File: src/inc/ubm_pkg.sv
package ubm_pkg;

  // Instruction word layout
  localparam int          INSTR_W      = 16;
  localparam int          OPC_LIT_LSB  = 8;
  localparam int          OPC_FILE_LSB = 9;
  localparam int          ACC_SEL_BIT  = 8;
  localparam int          FIELD_W      = 8;
  localparam logic [7:0]  LIT_OPC      = 8'h0d;
  localparam logic [6:0]  FILE_OPC     = 7'h01;

  // Data memory addressing
  localparam int          ADDR_W       = 12;
  localparam int          BANK_W       = 4;
  localparam logic [7:0]  IDX_MAX      = 8'h5f;
  localparam logic [7:0]  ACC_SPLIT    = 8'h60;
  localparam logic [3:0]  ACC_LO_BANK  = 4'h0;
  localparam logic [3:0]  ACC_HI_BANK  = 4'hf;

  // Product and reset values
  localparam int          PROD_W       = 16;
  localparam logic [15:0] INSTR_RST    = 16'h0000;
  localparam logic [15:0] PROD_RST     = 16'h0000;
  localparam logic [7:0]  BYTE_RST     = 8'h00;
  localparam logic [11:0] ADDR_RST     = 12'h000;

  // Clock and phase timing
  localparam int          CLK_PERIOD_NS = 50;
  localparam int          PHASE_NS      = 50;
  localparam int          PHASE_CYCLES  = (PHASE_NS + CLK_PERIOD_NS - 1) / CLK_PERIOD_NS;

  typedef enum logic [1:0] {
    PH_DECODE,
    PH_READ,
    PH_PROC,
    PH_WRITE
  } ubm_phase_t;

endpackage

File: src/ubm_mult.sv
`timescale 1ns/1ps

module ubm_mult (
  // Operands
  input  wire logic [7:0]  a_in,
  input  wire logic [7:0]  b_in,
  // Result
  output logic      [15:0] prod_out
);

  // Zero-extend so the product keeps all sixteen bits
  wire logic [15:0] a_ext;
  wire logic [15:0] b_ext;

  assign a_ext    = {8'h00, a_in};
  assign b_ext    = {8'h00, b_in};
  assign prod_out = a_ext * b_ext;

endmodule

File: src/ubm_decode.sv
`timescale 1ns/1ps

module ubm_decode (
  // Instruction and address context
  input  wire logic [15:0] instr_in,
  input  wire logic [3:0]  bank_select_reg_in,
  input  wire logic [11:0] fsr2_in,
  input  wire logic        ext_set_en_in,
  // Decode results
  output logic             is_lit_out,
  output logic             is_file_out,
  output logic      [11:0] addr_out
);

  wire logic [7:0] opc_hi;
  wire logic [6:0] opc_file;
  wire logic [7:0] faddr;
  wire logic       acc_sel;
  wire logic       indexed;
  wire logic       acc_low;
  wire logic [11:0] idx_addr;
  wire logic [11:0] acc_addr;
  wire logic [11:0] bank_addr;

  assign opc_hi   = instr_in[ubm_pkg::INSTR_W-1:ubm_pkg::OPC_LIT_LSB];
  assign opc_file = instr_in[ubm_pkg::INSTR_W-1:ubm_pkg::OPC_FILE_LSB];
  assign faddr    = instr_in[ubm_pkg::FIELD_W-1:0];
  assign acc_sel  = instr_in[ubm_pkg::ACC_SEL_BIT];

  assign is_lit_out  = (opc_hi == ubm_pkg::LIT_OPC);
  assign is_file_out = (opc_file == ubm_pkg::FILE_OPC);

  // Indexed literal offset: FSR2 plus the short offset
  assign indexed  = ext_set_en_in && !acc_sel && (faddr <= ubm_pkg::IDX_MAX);
  assign idx_addr = fsr2_in + {4'h0, faddr};

  // Access bank: low part of bank 0 or top of the last bank
  assign acc_low  = (faddr < ubm_pkg::ACC_SPLIT);
  assign acc_addr = acc_low ? {ubm_pkg::ACC_LO_BANK, faddr}
                            : {ubm_pkg::ACC_HI_BANK, faddr};
  assign bank_addr = {bank_select_reg_in, faddr};

  assign addr_out = indexed  ? idx_addr :
                    !acc_sel ? acc_addr : bank_addr;

endmodule

File: src/ubm_core.sv
// Notes on behaviour
// - Literal form multiplies W by immediate byte
// - Full product: high byte, low byte pair
// - File form multiplies W by memory byte
// - W and memory operand stay unchanged
// - No status flag is ever written
// - Literal opcode: upper byte 0000 1101
// - File opcode: 0000 001, access bit, address
// - Access bit 0 selects access bank
// - Access bit 1 uses bank select register
// - Extended set, a=0, f<=95: indexed offset
// - One cycle: decode, read, process, write
`timescale 1ns/1ps

module ubm_core (
  // Clock and reset
  input  wire logic              clk_sys_in,
  input  wire logic              arst_n_in,
  // Instruction from fetch, valid in the decode phase
  input  wire logic [15:0]       instr_in,
  // Core state feeding operands and addressing
  input  wire logic [7:0]        w_in,
  input  wire logic [3:0]        bank_select_reg_in,
  input  wire logic [11:0]       fsr2_in,
  input  wire logic              ext_set_en_in,
  // Data memory read port
  output logic                   mem_rd_out,
  output logic      [11:0]       mem_addr_out,
  input  wire logic [7:0]        mem_rdata_in,
  // Write enables towards the rest of the core
  output logic                   mem_we_out,
  output logic                   w_we_out,
  output logic                   status_we_out,
  // Product register pair
  output logic                   prod_we_out,
  output logic      [7:0]        product_high_byte_out,
  output logic      [7:0]        product_low_byte_out,
  // Phase and activity
  output ubm_pkg::ubm_phase_t    phase_out,
  output logic                   mul_busy_out
);

  ubm_pkg::ubm_phase_t phase_r;
  ubm_pkg::ubm_phase_t phase_nxt;

  logic [15:0] instr_r;
  logic        lit_r;
  logic        file_r;
  logic [11:0] addr_r;
  logic [7:0]  w_op_r;
  logic [7:0]  b_op_r;
  logic [15:0] res_r;
  logic [7:0]  prod_hi_r;
  logic [7:0]  prod_lo_r;

  wire logic        dec_lit;
  wire logic        dec_file;
  wire logic [11:0] dec_addr;
  wire logic [15:0] mul_prod;
  wire logic        ph_decode;
  wire logic        ph_read;
  wire logic        ph_proc;
  wire logic        ph_write;
  wire logic        mul_op;
  wire logic [7:0]  lit_val;
  wire logic [7:0]  b_op_nxt;

  // Phase sequencer
  always_comb begin
    unique case (phase_r)
      ubm_pkg::PH_DECODE: phase_nxt = ubm_pkg::PH_READ;
      ubm_pkg::PH_READ:   phase_nxt = ubm_pkg::PH_PROC;
      ubm_pkg::PH_PROC:   phase_nxt = ubm_pkg::PH_WRITE;
      ubm_pkg::PH_WRITE:  phase_nxt = ubm_pkg::PH_DECODE;
    endcase
  end

  always_ff @(posedge clk_sys_in or negedge arst_n_in) begin
    if (!arst_n_in) begin
      phase_r <= ubm_pkg::PH_DECODE;
    end else begin
      phase_r <= phase_nxt;
    end
  end

  assign ph_decode = (phase_r == ubm_pkg::PH_DECODE);
  assign ph_read   = (phase_r == ubm_pkg::PH_READ);
  assign ph_proc   = (phase_r == ubm_pkg::PH_PROC);
  assign ph_write  = (phase_r == ubm_pkg::PH_WRITE);
  assign mul_op    = lit_r || file_r;

  ubm_decode u_decode (
    .instr_in           (instr_in),
    .bank_select_reg_in (bank_select_reg_in),
    .fsr2_in            (fsr2_in),
    .ext_set_en_in      (ext_set_en_in),
    .is_lit_out         (dec_lit),
    .is_file_out        (dec_file),
    .addr_out           (dec_addr)
  );

  // Decode phase: capture the word and the operand address
  always_ff @(posedge clk_sys_in or negedge arst_n_in) begin
    if (!arst_n_in) begin
      instr_r <= ubm_pkg::INSTR_RST;
      lit_r   <= 1'b0;
      file_r  <= 1'b0;
      addr_r  <= ubm_pkg::ADDR_RST;
    end else if (ph_decode) begin
      instr_r <= instr_in;
      lit_r   <= dec_lit;
      file_r  <= dec_file;
      addr_r  <= dec_addr;
    end
  end

  // Read phase: literal from the word, or the addressed byte
  assign lit_val  = instr_r[ubm_pkg::FIELD_W-1:0];
  assign b_op_nxt = file_r ? mem_rdata_in : lit_val;

  always_ff @(posedge clk_sys_in or negedge arst_n_in) begin
    if (!arst_n_in) begin
      w_op_r <= ubm_pkg::BYTE_RST;
      b_op_r <= ubm_pkg::BYTE_RST;
    end else if (ph_read) begin
      w_op_r <= w_in;
      b_op_r <= b_op_nxt;
    end
  end

  ubm_mult u_mult (
    .a_in     (w_op_r),
    .b_in     (b_op_r),
    .prod_out (mul_prod)
  );

  // Process phase: product held ready for the write phase
  always_ff @(posedge clk_sys_in or negedge arst_n_in) begin
    if (!arst_n_in) begin
      res_r <= ubm_pkg::PROD_RST;
    end else if (ph_proc) begin
      res_r <= mul_prod;
    end
  end

  // Write phase: load the product pair
  always_ff @(posedge clk_sys_in or negedge arst_n_in) begin
    if (!arst_n_in) begin
      prod_hi_r <= ubm_pkg::BYTE_RST;
      prod_lo_r <= ubm_pkg::BYTE_RST;
    end else if (ph_write && mul_op) begin
      prod_hi_r <= res_r[ubm_pkg::PROD_W-1:ubm_pkg::FIELD_W];
      prod_lo_r <= res_r[ubm_pkg::FIELD_W-1:0];
    end
  end

  assign mem_rd_out    = ph_read && file_r;
  assign mem_addr_out  = addr_r;
  assign prod_we_out   = ph_write && mul_op;
  // Multiplies never write back sources or flags
  assign mem_we_out    = 1'b0;
  assign w_we_out      = 1'b0;
  assign status_we_out = 1'b0;
  assign product_high_byte_out = prod_hi_r;
  assign product_low_byte_out  = prod_lo_r;
  assign phase_out     = phase_r;
  assign mul_busy_out  = mul_op && !ph_decode;
endmodule

File: config.mk
export PLATFORM = sky130hd
export DESIGN_NAME = ubm_core
export DESIGN_NICKNAME = d
export VERILOG_FILES = /design/src/inc/ubm_pkg.sv /design/src/ubm_mult.sv /design/src/ubm_decode.sv /design/src/ubm_core.sv
export SDC_FILE = /design/constraint.sdc
export NUM_CORES = 1
export LEC_CHECK = 0
export BUFFER_PORTS_ARGS = -buffer_cell sky130_fd_sc_hd__buf_2
export CORE_ASPECT_RATIO = 1.75
export CORE_MARGIN = 4
export CORE_UTILIZATION = 45
export DETAILED_ROUTE_END_ITERATION = 6
export HOLD_SLACK_MARGIN = 0.08
export PLACE_DENSITY = 0.68
export SETUP_SLACK_MARGIN = 0.1
export SLEW_MARGIN = 20
export SYNTH_ARGS = -nofsm -noshare
export SYNTH_HDL_FRONTEND = slang
export SYNTH_HIERARCHICAL = 1
export SYNTH_SLANG_ARGS = --single-unit
File: constraint.sdc
create_clock -name clk_sys_in -period 4.1 [get_ports clk_sys_in]
set_input_delay 0.205 -clock clk_sys_in [delete_from_list [all_inputs] [get_ports clk_sys_in]]
set_output_delay 0.205 -clock clk_sys_in [all_outputs]
set_load 0.01 [all_outputs]
==> flow_results.org <==
** Status
- The flow ran to the end, and the final reports show no timing, DRC or antenna violations.

** Detailed routing
- Detailed Route WL :: around 13 mm
- Post-route antenna net violation count :: 0
- After detailed routing, the average wire length per cell comes to between 15 and 20 um.
- For this block, the via count after detailed routing is approximately 4,200.
- After detailed routing, the number of remaining DRC violations is 0.
- After the first detailed-routing iteration, the DRC count stood at between 100 and 150.
- In the routed layout, each cell is associated on average with a via count of ~5.2.
- The first detailed-routing pass took 4 iterations.

** Setup path
- Required time of the worst setup path :: roughly 4300 ps
- Worst Setup SP :: b_op_r[4]
- R2r worst-path depth :: 16
- R2R Setup Slk :: between 20 and 25 ps
- CP startpoint kind :: flop
- For the worst setup path, the data arrival time is between 4000 and 5000 ps.
- The critical path is of the reg2reg type.
- The worst register-to-register path ends at res_r[15].
- Reg-to-reg startpoint :: b_op_r[4]
- Critical path peak fanout :: 6
- In this run the worst setup path terminates at res_r[15].
- Type of destination of the critical path :: flop

** Clock network
- Clock insertion delay at the later pin of the skew report :: about 340 ps
- The H-tree generated during clock tree synthesis spans 3 levels.
- TritonCTS clock tree :: yes
- Clock transition at path regs :: around 60 ps
- TritonCTS created 9 clock buffers.
- The clock drives just over 70 sinks.
- The clock passes through at most 2 buffers.
- CTS placed an instance of sky130_fd_sc_hd__clkbuf_16 at the clock tree root.

** Yosys
- Number of cells produced by synthesis :: 520
- FF+latch count, synth :: 72
- Summed over its instances, the top area cell type makes up around a third of the synthesized netlist area.
- Yosys printed 6 warnings.
- The netlist uses 57 different library cells.
- Of all flip-flops after synthesis, the portion carrying an async set or reset was between 90% and 100%.
- Count of flip-flops with a built-in enable after synthesis :: 0
- Sorting the synthesized cells by area gives the leading types as sky130_fd_sc_hd__dfrtp_1 32%, sky130_fd_sc_hd__fa_1 13%, sky130_fd_sc_hd__mux2_2 11%.
- Share of the yosys chip area belonging to registers :: a little under a third
- Post-synthesis instance area :: between 5000 and 6000 sq um
- Largest area contributor in the netlist :: sky130_fd_sc_hd__dfrtp_1
- Leading register cell type out of synthesis :: sky130_fd_sc_hd__dfrtp_1
- Syn avg cell area :: approximately 11 sq um

** Floorplan
- Floorplan die height :: 156 um
- Die Wd :: just over 90 um
- Core box area :: 12,100 sq um
- The floorplan has 53 rows.
- IO Pins :: a little under 90
- Initial Util :: 46.4%
- Full die area :: roughly 14,000 sq um

** Final layout
- Share of layout cells above drive strength 1 :: 36.5%
- Top library cells by usage in the layout, fill and taps aside :: 82 x sky130_fd_sc_hd__buf_2, 67 x sky130_fd_sc_hd__dfrtp_1, 52 x sky130_fd_sc_hd__inv_1
- The area growth from synthesis to layout is 22.0%.
- Net count reported at finish :: between 700 and 800
- The library cell used most frequently in the layout, excluding fill and tap cells, is sky130_fd_sc_hd__buf_2.
- The number of antenna diodes in the final layout is 0.

** STA
- Setup violations remaining at the end of the flow were counted as 0.
- Slew headroom :: around 30%
- Shortest period the worst path allows :: roughly 4100 ps
- Highest attainable clock frequency :: 245 MHz
- Final slew viol count :: 0
- For the final database, setup skew stands at just under 8 ps.
- Total negative slack :: 0 ps
- At the pin with the least slew margin, the transition time is 1050 ps.
- Final-report hold violation count :: 0
- Tcrit/Tclk final :: a little under 100%
- Setup repair after global routing could not meet its margin everywhere.
- The tightest hold path in the finished design has a slack of roughly 100 ps.
- PnR worst setup slack :: between 20 and 25 ps

** Flow run
- Number of maximum-capacitance constraint violations :: 0

** Power and ir drop
- Static leakage power :: ~0.0034 uW
- Power spread over the standard cell area amounts to 458 nW/um^2.
- Largest vdd supply drop :: between 0.15 and 0.2 mV

** Placed design
- Half-perimeter wire length after detailed placement :: ~10 mm
- At the placement stage, the worst setup path has a slack of -89.4 ps.
- The congestion estimate from routability-driven global placement came to around 0.93.
- Port buffering added 83 buffers.

** Global route
- M1 GR Usage :: between 10% and 20%
- Overall overflow remaining after global route :: 0
- The initial antenna violation count was 0.
- In the global route stage, overall resource usage came out at between 10% and 20%.
- The via count of the first global-routing pass is 4,672.
- Largest net degree at the start of global routing :: 73
- After global routing, the most crowded layer is met2.
- Global routing consumed, on the met2 layer, between 30 and 40% of the routing resources.
- Met3 capacity usage during global routing :: approximately 3.9%
- First-pass GRT wire length :: 21.8 mm

** Hold path
- Min-Delay Path Class :: in2reg
## sequential cells by signal, indices dropped and copies added, names as in the netlist
register and count:
b_op_r 8, file_r 1, instr_r 8, lit_r 1, mem_addr_out 12, phase_out 2
product_high_byte_out 8, product_low_byte_out 8, res_r 16, w_op_r 8
## where the power goes
group,leakage [uW],switching [uW],total (uW),internal (uW)
Combinational,0.00236,659,1360,696
Clock,0.000169,312,926,614
Sequential,0.000876,56.6,867,810
## synth_stat cells (2+ instances only)
master / count
sky130_fd_sc_hd__buf_2: 7
sky130_fd_sc_hd__and3_1: 3
sky130_fd_sc_hd__or4_1: 4
sky130_fd_sc_hd__o211ai_1: 4
sky130_fd_sc_hd__inv_1: 56
sky130_fd_sc_hd__dfrtp_1: 72
sky130_fd_sc_hd__nor2b_1: 6
sky130_fd_sc_hd__and2_1: 48
sky130_fd_sc_hd__xnor2_1: 9
sky130_fd_sc_hd__nand3_1: 3
sky130_fd_sc_hd__o22ai_1: 3
sky130_fd_sc_hd__nor3_1: 4
sky130_fd_sc_hd__o21ai_0: 13
sky130_fd_sc_hd__nand2_1: 32
sky130_fd_sc_hd__a21o_1: 3
sky130_fd_sc_hd__clkbuf_1: 2
sky130_fd_sc_hd__buf_4: 4
sky130_fd_sc_hd__nand4_1: 3
sky130_fd_sc_hd__xor2_1: 8
sky130_fd_sc_hd__o21a_1: 7
sky130_fd_sc_hd__mux2i_1: 8
sky130_fd_sc_hd__nand4b_1: 2
sky130_fd_sc_hd__a211o_1: 2
sky130_fd_sc_hd__o2111ai_1: 2
sky130_fd_sc_hd__fa_1: 37
sky130_fd_sc_hd__mux2_2: 54
sky130_fd_sc_hd__ha_1: 48
sky130_fd_sc_hd__nor2_1: 23
sky130_fd_sc_hd__mux2_4: 9
sky130_fd_sc_hd__a211oi_1: 2
sky130_fd_sc_hd__a21oi_1: 16
## routing by layer
metal	routed length [um]	up-vias	share of wire, %
li1	-	1976	-
met1	4530	2046	35
met2	7200	126	56
met3	592	26	4.6
met4	490	0	3.8
met5	0	-	0
## worst min path at each step
stage / start / end / slack, ps / cells after the start
2_1_floorplan: arst_n_in / b_op_r[0] / -90 / 0
3_3_place_gp: arst_n_in / product_high_byte_out[5] / 390 / 1
3_5_place_dp: arst_n_in / product_high_byte_out[5] / 410 / 1
4_1_cts: w_in[7] / w_op_r[7] / 90 / 2
5_1_grt: w_in[5] / w_op_r[5] / 100 / 2
6_report: w_in[7] / w_op_r[7] / 100 / 2
## cell type report
type / count / area [sq um]
multi-input cells: 378 / 3630
inverters: 56 / 210
well taps: 165 / 206
fillers: 1091 / 5260
repair buffers: 114 / 664
clock inverters: 6 / 115
clock buffers: 10 / 239
flip-flops and latches: 72 / 1810
## what timing repair did
item | in CTS | in global routing
pin swaps | 21 | 16
hold buffers | 1 | 0
resized for setup | 18 | 11
setup endpoints to repair | 8 | 8
buffers inserted | 6 | 1
hold endpoints to repair | 72 | 0
## critical path, cell delays in order (launching register included)
cell                        delay, ps
sky130_fd_sc_hd__dfrtp_2          440
sky130_fd_sc_hd__and2_4           170
sky130_fd_sc_hd__fa_1             520
sky130_fd_sc_hd__inv_1             50
sky130_fd_sc_hd__fa_1             470
sky130_fd_sc_hd__inv_1             50
sky130_fd_sc_hd__fa_1             490
sky130_fd_sc_hd__inv_2             40
sky130_fd_sc_hd__fa_1             490
sky130_fd_sc_hd__inv_2             50
sky130_fd_sc_hd__ha_4             270
sky130_fd_sc_hd__buf_4            100
sky130_fd_sc_hd__o2111ai_2        140
sky130_fd_sc_hd__nand3_1          180
sky130_fd_sc_hd__and3_1           190
sky130_fd_sc_hd__a211oi_2          40
sky130_fd_sc_hd__mux2_2           270
## logic make-up after synthesis
group,after synthesis,share of synthesized area [%]
AO/OA/AOI/OAI,66,8.20
XOR/XNOR,17,2.64
adder cells (fa/ha/maj),85,23.8
buffers and inverters,72,5.66
flip-flops,72,32.0
multiplexers,71,14.6
other,1,0.0666
AND/OR/NAND/NOR,136,13.0
## stage by stage
stage          power [uW]  util (%)  cells  cell area (sq um)
2_1_floorplan        1770         -    522               5690
3_3_place_gp         2060      52.6    777               6380
3_5_place_dp         2090      52.6    777               6380
4_1_cts              3130      56.4    800               6850
5_1_grt              3380      56.6    801               6870
6_report             3150      56.6    801               6870
No activity file was read; power rests on OpenSTA's default activity.
